[src/shared/bridge_pkg.sv]
package bridge_pkg;
  // Register offsets on the plain register port
  localparam logic [7:0] OFS_CTRL = 8'h06;
  localparam logic [7:0] OFS_SER_ADDR = 8'h07;
  localparam logic [7:0] OFS_PHYS0 = 8'h08;
  localparam logic [7:0] OFS_CFG = 8'h10;
  localparam logic [7:0] OFS_ALIAS0 = 8'h11;
  localparam logic [7:0] OFS_IRQ_STAT = 8'h12;
  localparam logic [7:0] OFS_IRQ_MASK = 8'h13;
  // Control and status register fields
  localparam int CTRL_SEQ_ERR_BIT = 7;
  localparam int CTRL_SEQ_CLR_BIT = 6;
  localparam int CTRL_DLY_LSB = 3;
  localparam int CTRL_BLOCK_BIT = 2;
  localparam int CTRL_FAST_BIT = 1;
  localparam int CTRL_WD_OFF_BIT = 0;
  localparam int ADDR_LSB = 1;
  localparam int FREEZE_BIT = 0;
  localparam int CFG_PASS_BIT = 0;
  // Interrupt status bits
  localparam int EV_SEQ_ERR = 0;
  localparam int EV_BUS_FREE = 1;
  localparam int EV_BUS_RECOV = 2;
  localparam int EV_WR_REJECT = 3;
  localparam int EV_NUM = 4;
  // Reset values
  localparam logic [7:0] RST_CTRL = 8'h00;
  localparam logic [7:0] RST_SER_ADDR = 8'h00;
  localparam logic [7:0] RST_PHYS0 = 8'h00;
  localparam logic [7:0] RST_CFG = 8'h00;
  localparam logic [7:0] RST_ALIAS0 = 8'h00;
  localparam logic [3:0] RST_IRQ_MASK = 4'h0;
  // Timing
  localparam longint CLK_FREQ_HZ = 125000000;
  localparam int CLK_PERIOD_NS = 8;
  localparam int WD_SLOW_S = 1;
  localparam int WD_FAST_US = 50;
  localparam int WD_SLOW_CYC = int'(WD_SLOW_S * CLK_FREQ_HZ);
  localparam int WD_FAST_CYC = int'((WD_FAST_US * CLK_FREQ_HZ) / 1000000);
  localparam int SDA_DLY_BASE_NS = 250;
  localparam int SDA_DLY_STEP_NS = 50;
  localparam int RECOV_HALF_NS = 5000;
  localparam int RECOV_HALF_CYC = RECOV_HALF_NS / CLK_PERIOD_NS;
  localparam int RECOV_PULSES = 9;
  // Remote access arriving over the control channel
  typedef struct packed {
    logic valid;
    logic write;
    logic to_regs;
  } rem_acc_t;
  // Local I2C address phase seen by the target logic
  typedef struct packed {
    logic valid;
    logic [6:0] addr;
  } loc_addr_t;
  // Transaction forwarded to the serializer
  typedef struct packed {
    logic valid;
    logic remapped;
    logic [6:0] addr;
  } fwd_t;
endpackage

[src/logic/i2c_bridge_ctrl.sv]
// Our own choice: the strobed register port.
`timescale 1ns/1ns
// How it works
// [RL1] A forward channel sequence error sets a read-only status flag.
// [RL2] Writing one to the clear bit resets the sequence error flag.
// [RL3] SDA output changes are delayed 250ns plus 50ns per delay code step.
// [RL4] With write blocking set, remote writes to local registers are rejected.
// [RL5] Write blocking never restricts remote access to local-side I2C targets.
// [RL6] Bus watchdog expires after one second idle, or 50us when fast.
// [RL7] Enabled watchdog expiring with SDA high marks the bus free.
// [RL8] Watchdog expiring with SDA low drives nine recovery clocks on SCL.
// [RL9] Serializer address sits in bits 7..1 and decodes local transactions.
// [RL10] A zero serializer address forwards nothing to the serializer; first-alias hits are still forwarded.
// [RL11] After receive lock the serializer address loads from its sent identifier.
// [RL12] While hold is set, auto-load is suppressed and the written value kept.
// [RL13] Software writing the serializer address should also set hold.
// [RL14] First remote target physical address sits in bits 7..1.
// [RL15] Transactions to the first alias are remapped to the physical address.
// [RL16] Matching transactions are forwarded only while pass-through is enabled.
// [RL17] The sequence error flag stays set until software clears it.
module i2c_bridge_ctrl #(
  parameter int WD_SLOW_CYC = bridge_pkg::WD_SLOW_CYC,
  parameter int WD_FAST_CYC = bridge_pkg::WD_FAST_CYC
) (
  input wire logic ref_clk,
  input wire logic sys_rst,
  input wire logic [7:0] reg_addr,
  input wire logic [7:0] reg_wdata,
  input wire logic reg_wr,
  input wire logic reg_rd,
  output logic [7:0] reg_rdata,
  output logic irq,
  input wire logic fwd_seq_err,
  input wire logic rx_lock,
  input wire logic ser_id_valid,
  input wire logic [6:0] ser_id,
  input wire bridge_pkg::rem_acc_t rem_acc,
  output logic rem_accept,
  output logic rem_reject,
  input wire bridge_pkg::loc_addr_t loc_addr,
  output bridge_pkg::fwd_t fwd,
  input wire logic sda_drive_req_n,
  input wire logic scl_in,
  output logic scl_out,
  output logic scl_oe_n,
  input wire logic sda_in,
  output logic sda_out,
  output logic sda_oe_n,
  output logic bus_free
);
  typedef enum logic [1:0] {WD_WATCH, WD_FREE, WD_RECOV} wd_state_t;

  logic [7:0] ctrl_r;
  logic seq_err_r;
  logic [7:0] ser_addr_r;
  logic [7:0] phys0_r;
  logic [7:0] cfg_r;
  logic [7:0] alias0_r;
  logic [3:0] irq_stat_r;
  logic [3:0] irq_mask_r;
  logic [3:0] ev;
  logic wr_ctrl;
  logic wr_ser;
  logic seq_clr;
  logic scl_m_r, scl_s_r, scl_p_r;
  logic sda_m_r, sda_s_r, sda_p_r;
  logic activity;
  logic wd_enable;
  logic [26:0] wd_limit;
  logic [26:0] idle_cnt_r;
  logic wd_expire;
  wd_state_t wd_state_r;
  logic [9:0] half_cnt_r;
  logic [3:0] pulse_cnt_r;
  logic recov_done;
  logic [5:0] sda_cnt_r;
  logic [5:0] sda_target;
  logic loc_hits_ser;
  logic loc_hits_alias;

  // Cycle count for a given SDA delay code, rounded up
  function automatic logic [5:0] sda_dly_cyc(input logic [1:0] code);
    int ns;
    ns = bridge_pkg::SDA_DLY_BASE_NS + bridge_pkg::SDA_DLY_STEP_NS * int'(code);
    return 6'((ns + bridge_pkg::CLK_PERIOD_NS - 1) / bridge_pkg::CLK_PERIOD_NS);
  endfunction

  // Seven-bit address held in bits 7..1 of a register
  function automatic logic [6:0] addr_field(input logic [7:0] r);
    return r[7:bridge_pkg::ADDR_LSB];
  endfunction

  assign wr_ctrl = reg_wr && (reg_addr == bridge_pkg::OFS_CTRL);
  assign wr_ser = reg_wr && (reg_addr == bridge_pkg::OFS_SER_ADDR);
  assign seq_clr = wr_ctrl && reg_wdata[bridge_pkg::CTRL_SEQ_CLR_BIT];

  // Control register: writable fields, bit 7 read from the error flag, bit 5 always reads zero
  always_ff @(posedge ref_clk or posedge sys_rst) begin
    if (sys_rst) begin
      ctrl_r <= bridge_pkg::RST_CTRL;
    end else if (wr_ctrl) begin
      ctrl_r <= {2'h0, reg_wdata[5:0]} & 8'h5F;
      ctrl_r[bridge_pkg::CTRL_SEQ_CLR_BIT] <= reg_wdata[bridge_pkg::CTRL_SEQ_CLR_BIT];
    end
  end

  // Sequence error flag: sticky, a new error wins over a clear
  always_ff @(posedge ref_clk or posedge sys_rst) begin
    if (sys_rst) begin
      seq_err_r <= 1'b0;
    end else if (fwd_seq_err) begin
      seq_err_r <= 1'b1; // [RL1] [RL17]
    end else if (seq_clr) begin
      seq_err_r <= 1'b0; // [RL2]
    end
  end

  // Serializer address: software write first, else auto-load after lock
  always_ff @(posedge ref_clk or posedge sys_rst) begin
    if (sys_rst) begin
      ser_addr_r <= bridge_pkg::RST_SER_ADDR;
    end else if (wr_ser) begin
      ser_addr_r <= reg_wdata; // [RL9]
    end else if (rx_lock && ser_id_valid && !ser_addr_r[bridge_pkg::FREEZE_BIT]) begin // [RL12]
      ser_addr_r[7:bridge_pkg::ADDR_LSB] <= ser_id; // [RL11]
    end
  end

  // Remaining software registers
  always_ff @(posedge ref_clk or posedge sys_rst) begin
    if (sys_rst) begin
      phys0_r <= bridge_pkg::RST_PHYS0;
      cfg_r <= bridge_pkg::RST_CFG;
      alias0_r <= bridge_pkg::RST_ALIAS0;
      irq_mask_r <= bridge_pkg::RST_IRQ_MASK;
    end else if (reg_wr) begin
      case (reg_addr)
        bridge_pkg::OFS_PHYS0: phys0_r <= {reg_wdata[7:1], 1'b0}; // [RL14]
        bridge_pkg::OFS_CFG: cfg_r <= {7'h00, reg_wdata[bridge_pkg::CFG_PASS_BIT]};
        bridge_pkg::OFS_ALIAS0: alias0_r <= {reg_wdata[7:1], 1'b0};
        bridge_pkg::OFS_IRQ_MASK: irq_mask_r <= reg_wdata[3:0];
        default: ;
      endcase
    end
  end

  // Interrupt status: events set, a read clears, set wins
  assign ev[bridge_pkg::EV_SEQ_ERR] = fwd_seq_err;
  assign ev[bridge_pkg::EV_BUS_FREE] = wd_expire && sda_s_r;
  assign ev[bridge_pkg::EV_BUS_RECOV] = recov_done;
  assign ev[bridge_pkg::EV_WR_REJECT] = rem_acc.valid && rem_acc.write && rem_acc.to_regs
                                        && ctrl_r[bridge_pkg::CTRL_BLOCK_BIT];
  always_ff @(posedge ref_clk or posedge sys_rst) begin
    if (sys_rst) begin
      irq_stat_r <= 4'h0;
    end else if (reg_rd && reg_addr == bridge_pkg::OFS_IRQ_STAT) begin
      irq_stat_r <= ev;
    end else begin
      irq_stat_r <= irq_stat_r | ev;
    end
  end
  assign irq = |(irq_stat_r & irq_mask_r);

  // Read data, one cycle after the strobe; unmapped reads zero
  always_ff @(posedge ref_clk or posedge sys_rst) begin
    if (sys_rst) begin
      reg_rdata <= 8'h00;
    end else if (reg_rd) begin
      case (reg_addr)
        bridge_pkg::OFS_CTRL: reg_rdata <= {seq_err_r, ctrl_r[6], 1'b0, ctrl_r[4:0]};
        bridge_pkg::OFS_SER_ADDR: reg_rdata <= ser_addr_r;
        bridge_pkg::OFS_PHYS0: reg_rdata <= phys0_r;
        bridge_pkg::OFS_CFG: reg_rdata <= cfg_r;
        bridge_pkg::OFS_ALIAS0: reg_rdata <= alias0_r;
        bridge_pkg::OFS_IRQ_STAT: reg_rdata <= {4'h0, irq_stat_r};
        bridge_pkg::OFS_IRQ_MASK: reg_rdata <= {4'h0, irq_mask_r};
        default: reg_rdata <= 8'h00;
      endcase
    end else begin
      reg_rdata <= 8'h00;
    end
  end

  // Remote accesses from the far controller: block only local register writes
  always_ff @(posedge ref_clk or posedge sys_rst) begin
    if (sys_rst) begin
      rem_accept <= 1'b0;
      rem_reject <= 1'b0;
    end else begin
      rem_reject <= ev[bridge_pkg::EV_WR_REJECT]; // [RL4]
      rem_accept <= rem_acc.valid && !ev[bridge_pkg::EV_WR_REJECT]; // [RL5]
    end
  end

  // Local address decode and remap toward the serializer
  assign loc_hits_ser = (addr_field(ser_addr_r) != 7'h00)
                        && (loc_addr.addr == addr_field(ser_addr_r)); // [RL9] [RL10]
  assign loc_hits_alias = (addr_field(alias0_r) != 7'h00)
                          && (loc_addr.addr == addr_field(alias0_r));
  always_ff @(posedge ref_clk or posedge sys_rst) begin
    if (sys_rst) begin
      fwd <= '0;
    end else begin
      fwd.valid <= loc_addr.valid && cfg_r[bridge_pkg::CFG_PASS_BIT]
                   && (loc_hits_ser || loc_hits_alias); // [RL16]
      fwd.remapped <= !loc_hits_ser && loc_hits_alias;
      fwd.addr <= loc_hits_ser ? loc_addr.addr : addr_field(phys0_r); // [RL15]
    end
  end

  // Two-flop synchronisers for the bus pins, plus one more stage for change detect
  always_ff @(posedge ref_clk or posedge sys_rst) begin
    if (sys_rst) begin
      scl_m_r <= 1'b1;
      scl_s_r <= 1'b1;
      scl_p_r <= 1'b1;
      sda_m_r <= 1'b1;
      sda_s_r <= 1'b1;
      sda_p_r <= 1'b1;
    end else begin
      scl_m_r <= scl_in;
      scl_s_r <= scl_m_r;
      scl_p_r <= scl_s_r;
      sda_m_r <= sda_in;
      sda_s_r <= sda_m_r;
      sda_p_r <= sda_s_r;
    end
  end
  assign activity = (scl_s_r ^ scl_p_r) | (sda_s_r ^ sda_p_r);

  // Watchdog: count idle cycles while enabled and watching
  assign wd_enable = !ctrl_r[bridge_pkg::CTRL_WD_OFF_BIT];
  assign wd_limit = ctrl_r[bridge_pkg::CTRL_FAST_BIT] ? 27'(WD_FAST_CYC) : 27'(WD_SLOW_CYC); // [RL6]
  assign wd_expire = wd_enable && (wd_state_r == WD_WATCH) && !activity
                     && (idle_cnt_r == wd_limit - 27'h0000001);
  always_ff @(posedge ref_clk or posedge sys_rst) begin
    if (sys_rst) begin
      idle_cnt_r <= 27'h0000000;
    end else if (!wd_enable || activity || wd_state_r != WD_WATCH || wd_expire) begin
      idle_cnt_r <= 27'h0000000;
    end else begin
      idle_cnt_r <= idle_cnt_r + 27'h0000001;
    end
  end

  // Watchdog outcome: free bus or clock-out recovery
  assign recov_done = (wd_state_r == WD_RECOV) && (pulse_cnt_r == 4'(bridge_pkg::RECOV_PULSES))
                      && (half_cnt_r == 10'(bridge_pkg::RECOV_HALF_CYC - 1));
  always_ff @(posedge ref_clk or posedge sys_rst) begin
    if (sys_rst) begin
      wd_state_r <= WD_WATCH;
    end else begin
      case (wd_state_r)
        WD_WATCH: begin
          if (wd_expire) begin
            wd_state_r <= sda_s_r ? WD_FREE : WD_RECOV; // [RL7] [RL8]
          end
        end
        WD_FREE: begin
          if (activity || !wd_enable) begin
            wd_state_r <= WD_WATCH;
          end
        end
        WD_RECOV: begin
          if (recov_done) begin
            wd_state_r <= WD_WATCH;
          end
        end
        default: wd_state_r <= WD_WATCH;
      endcase
    end
  end
  assign bus_free = (wd_state_r == WD_FREE);

  // Recovery clocks: low half then high half, nine times
  always_ff @(posedge ref_clk or posedge sys_rst) begin
    if (sys_rst) begin
      half_cnt_r <= 10'h000;
      pulse_cnt_r <= 4'h0;
      scl_oe_n <= 1'b1;
    end else if (wd_state_r != WD_RECOV) begin
      half_cnt_r <= 10'h000;
      pulse_cnt_r <= 4'h0;
      scl_oe_n <= !(wd_expire && !sda_s_r);
    end else if (half_cnt_r == 10'(bridge_pkg::RECOV_HALF_CYC - 1)) begin
      half_cnt_r <= 10'h000;
      if (!scl_oe_n) begin
        pulse_cnt_r <= pulse_cnt_r + 4'h1; // [RL8]
      end
      scl_oe_n <= !scl_oe_n || (pulse_cnt_r == 4'(bridge_pkg::RECOV_PULSES)); // [RL8] No tenth low half
    end else begin
      half_cnt_r <= half_cnt_r + 10'h001;
    end
  end
  assign scl_out = 1'b0;

  // SDA output delay: a new drive level passes only after standing the full delay
  assign sda_target = sda_dly_cyc(ctrl_r[bridge_pkg::CTRL_DLY_LSB +: 2]);
  always_ff @(posedge ref_clk or posedge sys_rst) begin
    if (sys_rst) begin
      sda_cnt_r <= 6'h00;
      sda_oe_n <= 1'b1;
    end else if (sda_drive_req_n == sda_oe_n) begin
      sda_cnt_r <= 6'h00;
    end else if (sda_cnt_r == sda_target - 6'h01) begin
      sda_cnt_r <= 6'h00;
      sda_oe_n <= sda_drive_req_n; // [RL3]
    end else begin
      sda_cnt_r <= sda_cnt_r + 6'h01;
    end
  end
  assign sda_out = 1'b0;

  a_seq_err_set: assert property (@(posedge ref_clk) disable iff (sys_rst) // [RL1]
    fwd_seq_err |=> seq_err_r)
    else $error("sequence error not flagged");
  a_seq_err_clear: assert property (@(posedge ref_clk) disable iff (sys_rst) // [RL2]
    seq_clr && !fwd_seq_err |=> !seq_err_r && reg_rdata == 8'h00)
    else $error("sequence error not cleared");
  a_seq_err_sticky: assert property (@(posedge ref_clk) disable iff (sys_rst) // [RL17]
    seq_err_r && !seq_clr |=> seq_err_r)
    else $error("sequence error self cleared");
  a_sda_delay_time: assert property (@(posedge ref_clk) disable iff (sys_rst) // [RL3]
    $changed(sda_oe_n) |-> $past(sda_cnt_r) == $past(sda_target) - 6'h01
      && $past(sda_drive_req_n) == sda_oe_n)
    else $error("sda delay wrong");
  a_block_remote_wr: assert property (@(posedge ref_clk) disable iff (sys_rst) // [RL4]
    rem_acc.valid && rem_acc.write && rem_acc.to_regs && ctrl_r[bridge_pkg::CTRL_BLOCK_BIT]
      |=> rem_reject && !rem_accept ##1 irq_stat_r[bridge_pkg::EV_WR_REJECT])
    else $error("remote write not blocked");
  a_target_pass: assert property (@(posedge ref_clk) disable iff (sys_rst) // [RL5]
    rem_acc.valid && !rem_acc.to_regs |=> rem_accept && !rem_reject)
    else $error("target access blocked");
  a_wd_expire_time: assert property (@(posedge ref_clk) disable iff (sys_rst) // [RL6]
    wd_expire |-> idle_cnt_r + 27'h0000001 == (ctrl_r[bridge_pkg::CTRL_FAST_BIT] ? 27'(WD_FAST_CYC) : 27'(WD_SLOW_CYC)))
    else $error("watchdog limit wrong");
  a_bus_free_mark: assert property (@(posedge ref_clk) disable iff (sys_rst) // [RL7]
    wd_expire && sda_s_r |=> bus_free && scl_oe_n)
    else $error("bus not marked free");
  a_nine_clocks: assert property (@(posedge ref_clk) disable iff (sys_rst) // [RL8]
    recov_done |-> pulse_cnt_r == 4'h9 && scl_oe_n ##1 wd_state_r == WD_WATCH && scl_oe_n)
    else $error("recovery clock count wrong");
  a_zero_no_fwd: assert property (@(posedge ref_clk) disable iff (sys_rst) // [RL10]
    fwd.valid && !fwd.remapped |-> $past(ser_addr_r[7:1]) != 7'h00)
    else $error("forward with zero serializer address");
  a_auto_load: assert property (@(posedge ref_clk) disable iff (sys_rst) // [RL11]
    rx_lock && ser_id_valid && !ser_addr_r[0] && !wr_ser |=> ser_addr_r[7:1] == $past(ser_id))
    else $error("serializer address not loaded");
  a_hold_addr: assert property (@(posedge ref_clk) disable iff (sys_rst) // [RL12]
    ser_addr_r[0] && !wr_ser |=> $stable(ser_addr_r))
    else $error("held serializer address changed");
  a_alias_remap: assert property (@(posedge ref_clk) disable iff (sys_rst) // [RL15]
    loc_addr.valid && cfg_r[0] && loc_hits_alias && !loc_hits_ser
      |=> fwd.valid && fwd.remapped && fwd.addr == $past(phys0_r[7:1]))
    else $error("alias not remapped");
  a_pass_gate: assert property (@(posedge ref_clk) disable iff (sys_rst) // [RL16]
    fwd.valid |-> $past(cfg_r[0]) && $past(loc_addr.valid))
    else $error("forward without pass-through");
endmodule

[config.mk]
export PLATFORM = sky130hd
export DESIGN_NAME = i2c_bridge_ctrl
export DESIGN_NICKNAME = d
export VERILOG_FILES = /design/src/shared/bridge_pkg.sv /design/src/logic/i2c_bridge_ctrl.sv
export SDC_FILE = /design/constraint.sdc
export NUM_CORES = 1
export LEC_CHECK = 0
export ABC_AREA = 1
export CAP_MARGIN = 20
export CORE_UTILIZATION = 55
export CTS_CLUSTER_SIZE = 20
export DETAILED_ROUTE_END_ITERATION = 10
export DONT_BUFFER_PORTS = 1
export GPL_TIMING_DRIVEN = 0
export PLACE_DENSITY = 0.74
export SLEW_MARGIN = 20
export SYNTH_ARGS = -nofsm -noshare
export SYNTH_HDL_FRONTEND = slang
export SYNTH_SLANG_ARGS = --single-unit
[constraint.sdc]
create_clock -name ref_clk -period 5 [get_ports ref_clk]
set_clock_uncertainty 0.2 [all_clocks]
set_input_delay 0.75 -clock ref_clk [delete_from_list [all_inputs] [get_ports ref_clk]]
set_output_delay 0.75 -clock ref_clk [all_outputs]
set_load 0.02 [all_outputs]
==> impl_metrics.csv, run 1 <==
group,metric,value,unit
outcome,status,"finished, final reports clean",
worst_setup_path,endpoint_kind,"primary output",
power_and_ir_drop,peakVddDrop,0.3307,mV
place,dp_slack,2.751,ns
sta,period_needed,2.178,ns
worst_setup_path,start_kind,"flop",
synth,synth.distinct_cells,42,
final_layout,finalNonFillerCells,961,
cts,clk_pin_slew,0.06,ns
sta,fmax,459.1,MHz
detailed_routing,wirelength,14.76,mm
floorplanning,ios,69,
detailed_routing,drc,0,
detailed_routing,dr.pass1.iters,5,
cts,cts_buffer_depth,2,
cts,cts_root_buf,"clkbuf_16",
job,max-cap-violations,0,
floorplanning,num_rows,38,
detailed_routing,drtIter0Drc,380,
sta,final.setup.worst_slack,2.822,ns
detailed_routing,avgViaCountPerCell,5.341,
power_and_ir_drop,p_per_area,334.4,nW/um^2
power_and_ir_drop,pwr-share-clk,52.2,%
place,dp_cells,929,
cts,h-tree-depth,4,
sta,tightest_slew,0.5004,ns
power_and_ir_drop,switching_share,25.64,%
global_routing,overflow,0,
cts,postCtsSetupBuffers,0,
sta,tns,0,ns
power_and_ir_drop,p_comb_share,5.6,%
sta,slew_viol_final,0,
synth,synth-main-ff-cell,"dfrtp_1",
final_layout,num-nets-final,860,
floorplanning,coreArea,10940,sq um
synth,synth-seq-cells,114,
cts,numCtsBuffers,17,
cts,insertion_delay,0.43,ns
synth,seq_area_frac_synth,46.10,%
synth,syn_avg_cell_area,7.890,sq um
synth,syn_area,6210,sq um
final_layout,n_antenna_cell,0,
synth,synth_edf_count,0,
global_routing,grt_start_max_net_pins,65,
place,io_buffers,0,
place,post-dp-hpwl,10.98,mm
synth,yosysWarningCount,0,
synth,synthCells,787,
synth,async_flop_share,100.0,%
power_and_ir_drop,total_power,2.347,mW
worst_setup_path,crit_path_max_fanout,3,
global_routing,antenna_found_initial,0,
hold_path,hp-class,"in2async",
final_layout,stdcell_area,7019,sq um
detailed_routing,wl_per_cell,15.36,microns
sta,finalHoldViolations,0,
sta,max_slew_margin,66.52,%
global_routing,grt_pass1_wl,24.52,mm
floorplanning,die_x,108.3,microns
sta,worst_hold_slack,0.01788,ns
power_and_ir_drop,p_leak,3.225,nW
floorplanning,die_y,108.3,microns
cts,cts_resized,0,
final_layout,post-route-util,64.19,%
worst_setup_path,arrival,1.23,ns
place,globalplace.congestion,0.9166,
floorplanning,start_util,56.78,%
cts,cts_tree,"done",
global_routing,grt_pass1_vias,5012,
place,dpl-instance-area,6421,sq um
cts,postCtsHoldBufs,0,
sta,rsz0062_at_grt,"false",
final_layout,drive_gt1_share,13.52,%
power_and_ir_drop,p_sw,0.6018,mW
cts,cts_num_sinks,114,
sta,finalCritPeriodShare,43.56,%
sta,setup_viol,0,
power_and_ir_drop,p_seq_share,42.1,%
detailed_routing,routed-via-count,5133,
detailed_routing,postRouteAntennaNets,0,
global_routing,grt_use_total,27.97,%
power_and_ir_drop,internal-power,1.745,mW
floorplanning,dieArea,11720,sq um
final_layout,syn_to_final_growth,13.04,%
worst_setup_path,cp.required,4.05,ns
worst_setup_path,worst-setup-path-type,"reg2out",
==> logic make-up (layout without fill, tap and decap cells) <==
kind of cell	Yosys count	in the layout	share of synthesized area, %
other	1	2	0.06039
AOI/OAI and AO/OA	71	71	6.690
and+or+nand+nor	438	438	33.15
xor gates and xnor gates	25	25	3.526
buffers and inverters	130	163	8.866
DFF	114	114	46.10
adders and majority gates	8	8	1.612
==> final cells by class <==
class | instances | area, sq um
plain buffers | 11 | 96.34
clock buffers | 17 | 425.4
clock inverters | 15 | 172.7
fillers | 931 | 3916
inverters | 119 | 459.2
multi-input cells | 544 | 2800
flip-flops and latches | 114 | 2863
well taps | 140 | 175.2
repair buffers | 1 | 27.53
==> state kept, by name (all words and copies together), names as in the netlist, 6 cells and up <==
| name | flops |
|---|---|
| half_cnt_r | 10 |
| alias0_r | 7 |
| ser_addr_r | 8 |
| fwd | 9 |
| idle_cnt_r | 27 |
| ctrl_r | 6 |
| phys0_r | 7 |
| reg_rdata | 8 |
| sda_cnt_r | 6 |
==> final timing paths <==
kind / startpoint / to / slack [ns] / cells after the start
setup / recovery: wd_state_r[0] / bus_free / 2.82 / 2
hold / removal: sys_rst / half_cnt_r[2] / 0.02 / 1
setup reg to reg: half_cnt_r[0] / pulse_cnt_r[2] / 3.01 / 9
hold reg to reg: scl_m_r / scl_s_r / 0.16 / 0
max in group asynchronous: sys_rst / sda_oe_n / 3.87 / 2
min in group ref_clk: sda_in / sda_m_r / 0.12 / 0
==> synth_stat cells, types with 5 or more instances <==
library cell	number	area (sq um)
dfstp_2	8	210.2
nand2_2	8	50.05
nand4_1	13	81.33
xor2_1	18	157.7
inv_1	112	420.4
nor2_1	106	397.9
o21ai_2	7	61.31
nand3_1	67	335.3
a21oi_1	8	40.04
o21ai_1	12	60.06
inv_2	5	18.77
o211ai_1	9	67.56
nor2_4	14	157.7
nor3_1	16	80.08
dfrtp_1	106	2653
nand2_1	187	701.9
ha_1	8	100.1
xnor2_1	7	61.31
o21ai_0	28	140.1
==> worst max-delay path, stage by stage (launching register included) <==
cell and delay, ns:
dfrtp_1 0.37, inv_1 0.05, nor2_1 0.39
==> cells in the final DEF (no fill, tap or decap), types with 9 or more instances in the layout <==
master     netlist  final
inv_1          112    111
o21ai_1         12     12
xor2_1          18     18
nor2_4          14     14
nor3_1          16     16
nand4_1         13     13
nand3_1         67     67
o21ai_0         28     28
clkbuf_16        0     17
dfrtp_1        106    106
o211ai_1         9      9
nor2_1         106    106
nand2_1        187    187
==> routing by layer <==
metal	GRT usage (%)	routed length, microns	up-vias
met5	0	0	-
met4	8.977	319	0
met3	8.800	961	33
met2	45.22	7016	167
met1	35.76	6461	2412
li1	-	-	2521
==> power groups by stage <==
stage                     Combinational (mW)  Clock, mW  Sequential (mW)
final                                  0.132       1.23            0.989
after global routing                   0.153       1.29            0.992
after CTS                              0.134       1.24            0.988
after detailed placement               0.132          0             1.00
after global placement                 0.126          0             1.00
after floorplan                        0.104          0            0.994
Power figures use the tool's default switching activity.
==> run 2, diff against run 1 <==
--- a/config.mk
+++ b/config.mk
@@ -5,7 +5,7 @@
 export SDC_FILE = /design/constraint.sdc
 export NUM_CORES = 1
 export LEC_CHECK = 0
-export ABC_AREA = 1
+export ABC_AREA = 0
 export CAP_MARGIN = 20
 export CORE_UTILIZATION = 55
 export CTS_CLUSTER_SIZE = 20
==> constraint.sdc (replaced) <==
create_clock -name ref_clk -period 2.05 [get_ports ref_clk]
set_clock_uncertainty 0.2 [all_clocks]
set_input_delay 0.3075 -clock ref_clk [delete_from_list [all_inputs] [get_ports ref_clk]]
set_output_delay 0.3075 -clock ref_clk [all_outputs]
set_load 0.02 [all_outputs]
==> run 2 against run 1 <==
  * The flow now finishes with violations (negative setup slack)
  * Clock-buffer cell count increased by 6
  * Utilization up 11 points
  * Sequential power rose by 140%
  * First-iteration DRC count rose by 5.3%
  * Synthesized cell count fell by 32%
==> impl_metrics.csv, run 2 <==
group,metric,value,unit
outcome,status,"complete, but fails checks",
outcome,violations,"negative setup slack",
worst_setup_path,crit_family,"simple AND/OR/NAND/NOR gates",
cts,cts_tree,"done",
final_layout,regMostFlops,"idle_cnt_r",
worst_setup_path,worst-setup-path-type,"reg2reg",
place,globalplace.congestion,0.8453,
final_layout,multi_input_area,3144,sq um
place,io_buffers,0,
sta,max_slew_margin,41.01,%
synth,synth.distinct_cells,59,
detailed_routing,routed-via-count,5090,
synth,async_flop_share,100.0,%
power_and_ir_drop,p_seq_share,41.1,%
worst_setup_path,reg2reg_from,"idle_cnt_r[7]",
synth,synthCells,532,
worst_setup_path,startpoint,"idle_cnt_r[7]",
synth,synth_most_common_cell,"dfrtp_1",
final_layout,seq_area,2873,sq um
synth,synth-seq-cells,114,
synth,syn_avg_cell_area,10.88,sq um
detailed_routing,wirelength,17.06,mm
final_layout,most-common-layout-cells,"98 x dfrtp_1, 40 x nand2_1, 39 x dlygate4sd3_1",
global_routing,antenna_found_initial,0,
sta,tightest_slew,0.8768,ns
place,dpl-instance-area,6122,sq um
detailed_routing,drtIter0Drc,400,
final_layout,syn_to_final_growth,33.74,%
worst_setup_path,cp.required,2.23,ns
final_layout,largest_reg_flops,27,
sta,rsz0062_at_grt,"true",
sta,finalHoldViolations,0,
worst_setup_path,cp_cell_sequence,"or4_4, nor4_4, o221a_4, buf_6, a211oi_2",
synth,synth.top_cell.area_share,45.83,%
detailed_routing,dr.pass1.iters,6,
job,max-cap-violations,0,
cts,insertion_delay,0.54,ns
power_and_ir_drop,peakVddDrop,0.4714,mV
detailed_routing,wl_per_cell,21.82,microns
global_routing,grt_start_max_net_pins,37,
final_layout,drive_gt1_share,33.49,%
synth,synth_edf_count,0,
detailed_routing,drc,0,
cts,cts_num_sinks,114,
synth,syn_area,5788,sq um
sta,finalCritPeriodShare,106.2,%
hold_path,min_from,"reg_addr[4]",
detailed_routing,postRouteAntennaNets,0,
worst_setup_path,regToRegSetupSlack,-0.13,ns
floorplanning,dieArea,10940,sq um
global_routing,overflow,0,
sta,slew_viol_final,0,
final_layout,mostFrequentLayoutCell,"dfrtp_1",
detailed_routing,avgViaCountPerCell,6.509,
synth,yosysWarningCount,0,
worst_setup_path,critPathSlowestCell,"or4_4",
synth,synth-main-ff-cell,"dfrtp_1",
floorplanning,die_x,104.6,microns
hold_path,hp-class,"in2reg",
worst_setup_path,critPathMaxStageDelay,0.60,ns
synth,ys_top_cells_by_count,"106 x dfrtp_1, 42 x nand2_1, 41 x mux2_2, 28 x nor2_1, 27 x xnor2_1",
synth,synth_area_leaders,"dfrtp_1 46%, mux2_2 8.0%, xnor2_1 4.1%, dfstp_2 3.6%, nand2_1 2.7%",
global_routing,grt_pass1_vias,4952,
global_routing,grt_use_total,29.71,%
worst_setup_path,endpoint_kind,"flop",
power_and_ir_drop,switching_share,24.66,%
sta,tns,-3.443,ns
floorplanning,die_y,104.6,microns
power_and_ir_drop,p_per_area,759.0,nW/um^2
final_layout,stdcell_area,7741,sq um
floorplanning,ios,69,
worst_setup_path,arrival,2.36,ns
sta,fmax,459.3,MHz
power_and_ir_drop,p_sw,1.449,mW
synth,seq_area_frac_synth,49.46,%
place,post-dp-hpwl,9.256,mm
worst_setup_path,crit_path_max_fanout,7,
final_layout,num-nets-final,684,
global_routing,grt_pass1_wl,25.23,mm
power_and_ir_drop,internal-power,4.427,mW
sta,final.setup.worst_slack,-0.1273,ns
sta,setup_viol,42,
cts,h-tree-depth,4,
cts,cts_buffer_depth,2,
floorplanning,start_util,56.32,%
power_and_ir_drop,p_comb_share,8.9,%
cts,cts_root_buf,"clkbuf_8",
power_and_ir_drop,pwr-share-clk,50.0,%
final_layout,reg_top3,"idle_cnt_r x27, half_cnt_r x10, fwd x9",
cts,clk_pin_slew,0.06,ns
worst_setup_path,path_buf_inv,1,
power_and_ir_drop,p_leak,3.218,nW
floorplanning,num_rows,37,
sta,period_needed,2.177,ns
synth,yosysTopAreaCell,"dfrtp_1",
final_layout,fillCellCount,632,
cts,numCtsBuffers,17,
floorplanning,coreArea,10280,sq um
worst_setup_path,start_kind,"flop",
==> run 2: cell count changes in the layout (fill, tap and decap cells not counted), moves of 12 or more <==
| cell | previous run | this run |
|---|---|---|
| mux2_2 | 0 | 37 |
| nor2_1 | 106 | 26 |
| dlygate4sd3_1 | 0 | 39 |
| o21ai_1 | 12 | 0 |
| buf_4 | 3 | 38 |
| nand2_1 | 187 | 40 |
| a211oi_2 | 0 | 12 |
| xnor2_1 | 7 | 25 |
| nand3_1 | 67 | 14 |
| inv_1 | 111 | 9 |
| nor2_4 | 14 | 0 |
==> run 2: final cells by class <==
class                   count  share of cell area (%)
repair buffers             84                   10.28
clock inverters             9                   1.342
plain buffers              18                   1.632
diodes                      1                 0.03233
well taps                 136                   2.198
flip-flops and latches    114                   37.11
clock buffers              23                   6.158
multi-input cells         385                   40.62
inverters                  12                  0.6304
==> run 2: kinds of logic after synthesis <==
kind of cell | after synthesis | synth area share, %
XOR/XNOR | 41 | 6.204
other | 1 | 0.06479
adder cells (fa/ha/maj) | 8 | 1.729
flip-flops | 114 | 49.46
buffers and inverters | 35 | 2.702
AND/OR/NAND/NOR | 203 | 20.06
multiplexers | 50 | 9.533
AO/OA/AOI/OAI | 80 | 10.25
==> run 2: timing repair <==
action	4_1_cts	5_1_grt
buffers inserted	22	17
pin swaps	22	19
hold endpoints to repair	173	0
hold buffers	39	0
gates cloned	3	1
endpoints found under the setup margin	49	75
resized for setup	35	48
==> run 2: metal layers <==
layer,global-route usage [%],vias to the layer above,wire (microns)
li1,-,2176,-
met1,37.72,2516,6791
met2,48.82,310,8301
met3,7.049,88,1180
met4,12.47,0,787
met5,0,-,0
==> run 2: worst register-to-register path, stage by stage (launching register included) <==
cell,delay (ns)
dfrtp_2,0.46
or4_4,0.60
nor4_4,0.20
o221a_4,0.35
buf_6,0.17
a211oi_2,0.04
==> run 2: power by group through the flow <==
stage               Sequential [mW]  Clock (mW)  Combinational (mW)
global route                   2.42        3.03               0.555
global placement               2.45           0               0.293
floorplan                      2.43           0               0.252
CTS                            2.41        2.91               0.423
finish                         2.41        2.94               0.521
detailed placement             2.46           0               0.319
==> run 2: through the flow <==
step	util (%)	setup slack [ns]	hold slack, ns	cells	total power, mW
2_1_floorplan	-	-0.1574	0.1120	533	2.682
3_3_place_gp	58.98	-0.5684	0.1120	669	2.748
3_5_place_dp	59.57	-0.4575	0.008631	672	2.776
4_1_cts	72.02	-0.1112	-0.001923	764	5.743
5_1_grt	75.30	-0.1846	0.02426	781	6.007
6_report	75.32	-0.1273	0.01036	782	5.876
==> run 2: final timing paths <==
path | end | cells past startpoint
max | idle_cnt_r[20] | 5
min reg2reg | scl_s_r | 0
min in group asynchronous | ctrl_r[3] | 2
max reg2reg | idle_cnt_r[20] | 5
min | reg_rdata[6] | 4
max in group asynchronous | scl_m_r | 3
==> run 3, diff against run 2 <==
--- a/config.mk
+++ b/config.mk
@@ -5,8 +5,9 @@
 export SDC_FILE = /design/constraint.sdc
 export NUM_CORES = 1
 export LEC_CHECK = 0
-export ABC_AREA = 0
+export ABC_AREA = 1
 export CAP_MARGIN = 20
+export CORE_MARGIN = 2
 export CORE_UTILIZATION = 55
 export CTS_CLUSTER_SIZE = 20
 export DETAILED_ROUTE_END_ITERATION = 10
==> run 3 against run 2 <==
  * Highest routed layer unchanged
  * Design area decreased by 2.9%
  * Non-clock buffer count is 47 lower
  * Combinational power fell by 19%
  * Setup slack gained 0.20 ns
  * Register-to-register slack improved by 0.23 ns
  * The flow now finishes without violations
==> impl_metrics.csv, run 3 (same netlist as run 1, synthesis figures left out) <==
group,metric,value,unit
sta,worst_hold_slack,0.03535,ns
global_routing,overflow,0,
place,dpl-instance-area,6452,sq um
place,post-dp-hpwl,11.23,mm
power_and_ir_drop,p_comb_share,6.8,%
detailed_routing,wirelength,15.83,mm
floorplanning,ios,69,
floorplanning,start_util,56.78,%
worst_setup_path,start_kind,"input port",
sta,tightest_slew,0.5542,ns
detailed_routing,avgViaCountPerCell,5.361,
power_and_ir_drop,internal-power,4.716,mW
place,io_buffers,0,
worst_setup_path,critPathSlowestCell,"dlygate4sd3_1",
detailed_routing,wl_per_cell,15.76,microns
final_layout,mostFrequentLayoutCell,"nand2_1",
final_layout,post-route-util,68.72,%
sta,slew_viol_final,0,
cts,h-tree-depth,4,
sta,max_slew_margin,62.97,%
sta,rsz0062_at_grt,"false",
worst_setup_path,cp_common_cell,"nand2_1",
global_routing,grt_use_total,28.26,%
sta,finalCritPeriodShare,96.30,%
power_and_ir_drop,peakVddDrop,0.9171,mV
cts,numCtsBuffers,17,
global_routing,antenna_found_initial,0,
worst_setup_path,crit_path_max_fanout,5,
detailed_routing,drtIter0Drc,412,
cts,cts_num_sinks,114,
power_and_ir_drop,p_leak,3.439,nW
job,max-cap-violations,0,
final_layout,num-nets-final,903,
detailed_routing,drc,0,
final_layout,reg_top3,"idle_cnt_r x27, half_cnt_r x10, fwd x9",
floorplanning,dieArea,12160,sq um
final_layout,n_antenna_cell,0,
sta,fmax,506.6,MHz
global_routing,grt_pass1_wl,25.67,mm
worst_setup_path,arrival,2.07,ns
cts,insertion_delay,0.42,ns
final_layout,largest_reg_flops,27,
worst_setup_path,worst-setup-path-type,"in2reg",
floorplanning,die_x,110.3,microns
sta,finalHoldViolations,0,
place,globalplace.congestion,0.9180,
sta,setup_viol,0,
detailed_routing,dr.pass1.iters,5,
power_and_ir_drop,p_sw,1.422,mW
cts,cts_root_buf,"clkbuf_16",
final_layout,stdcell_area,7515,sq um
floorplanning,coreArea,10940,sq um
final_layout,syn_to_final_growth,21.02,%
worst_setup_path,cp_cell_sequence,"dlygate4sd3_1, inv_1, nor2_2, nand2_1, nand2_1, nand2_1, dlygate4sd3_1",
hold_path,min_from,"loc_addr[5]",
worst_setup_path,critPathMaxStageDelay,0.74,ns
power_and_ir_drop,pwr-share-clk,53.8,%
global_routing,grt_pass1_vias,5232,
global_routing,grt_start_max_net_pins,34,
detailed_routing,routed-via-count,5382,
detailed_routing,postRouteAntennaNets,0,
cts,cts_tree,"done",
sta,period_needed,1.974,ns
outcome,status,"finished, final reports clean",
power_and_ir_drop,switching_share,23.16,%
sta,tns,0,ns
final_layout,regMostFlops,"idle_cnt_r",
floorplanning,num_rows,38,
worst_setup_path,endpoint_kind,"flop",
power_and_ir_drop,p_seq_share,39.3,%
power_and_ir_drop,p_per_area,816.7,nW/um^2
floorplanning,die_y,110.3,microns
final_layout,most-common-layout-cells,"186 x nand2_1, 109 x inv_1, 106 x nor2_1, 106 x dfrtp_1, 67 x nand3_1",
cts,cts_buffer_depth,2,
worst_setup_path,startpoint,"reg_wr",
cts,clk_pin_slew,0.05,ns
final_layout,drive_gt1_share,13.89,%
hold_path,hp-class,"in2reg",
worst_setup_path,reg2reg_from,"ser_addr_r[5]",
worst_setup_path,cp.required,2.14,ns
[run 3: changes by cell type in the layout (fill, tap and decap cells not counted), moves of 9 or more]
cell	delta
o21ai_0	+10
xnor2_1	-18
nor2_4	+14
o21ai_1	+13
nand3_1	+53
a211oi_2	-12
mux2i_1	-9
mux2_2	-37
nand2_1	+146
nor2_1	+80
buf_4	-31
inv_1	+100
[run 3: worst paths after layout]
kind / cells past startpoint / slack (ns) / endpoint
min in group asynchronous: 2 / 0.22 / fwd[0]
hold reg to reg: 0 / 0.16 / scl_s_r
max in group asynchronous: 5 / 0.35 / scl_oe_n
hold / removal: 2 / 0.04 / fwd[5]
setup reg to reg: 7 / 0.10 / fwd[5]
setup / recovery: 7 / 0.08 / seq_err_r
[run 3: layout make-up]
class	count	area, sq um
plain buffers	11	96.34
clock buffers	19	452.9
clock inverters	13	206.4
fillers	866	3421
inverters	119	457.9
multi-input cells	544	2803
flip-flops and latches	114	2863
well taps	140	175.2
repair buffers	44	460.4
[run 3: power by group through the flow]
stage | registers [mW] | clock network [mW] | logic [mW]
final | 2.41 | 3.30 | 0.420
after floorplan | 2.43 | 0 | 0.253
after CTS | 2.41 | 3.33 | 0.413
after detailed placement | 2.45 | 0 | 0.333
after global routing | 2.42 | 3.45 | 0.471
after global placement | 2.45 | 0 | 0.309
[run 3: stage by stage]
step           std cells  power [mW]  setup slack, ns
3_3_place_gp         928       2.756          -0.3746
3_5_place_dp         931       2.780           0.1331
6_report            1004       6.138          0.07590
5_1_grt             1004       6.340         0.001167
2_1_floorplan        788       2.678           0.1636
4_1_cts             1000       6.150          0.08246
[run 3: worst max-delay path, delay by kind of cell]
| kind | cells | cell delay (ns) |
|---|---|---|
| and+or+nand+nor | 4 | 0.37 |
| buffers and inverters | 3 | 1.40 |
[run 3: metal layers]
metal	global-route usage (%)	share of wire [%]
met5	0	0
met4	12.86	2.7
met3	7.995	6.5
met2	45.84	49
met1	35.10	42
[run 3: timing repair]
| item | 4_1_cts | 5_1_grt |
|---|---|---|
| hold endpoints to repair | 104 | 0 |
| resized for setup | 0 | 4 |
| endpoints found under the setup margin | 0 | 19 |
| hold buffers | 37 | 0 |
| setup buffers | 0 | 4 |
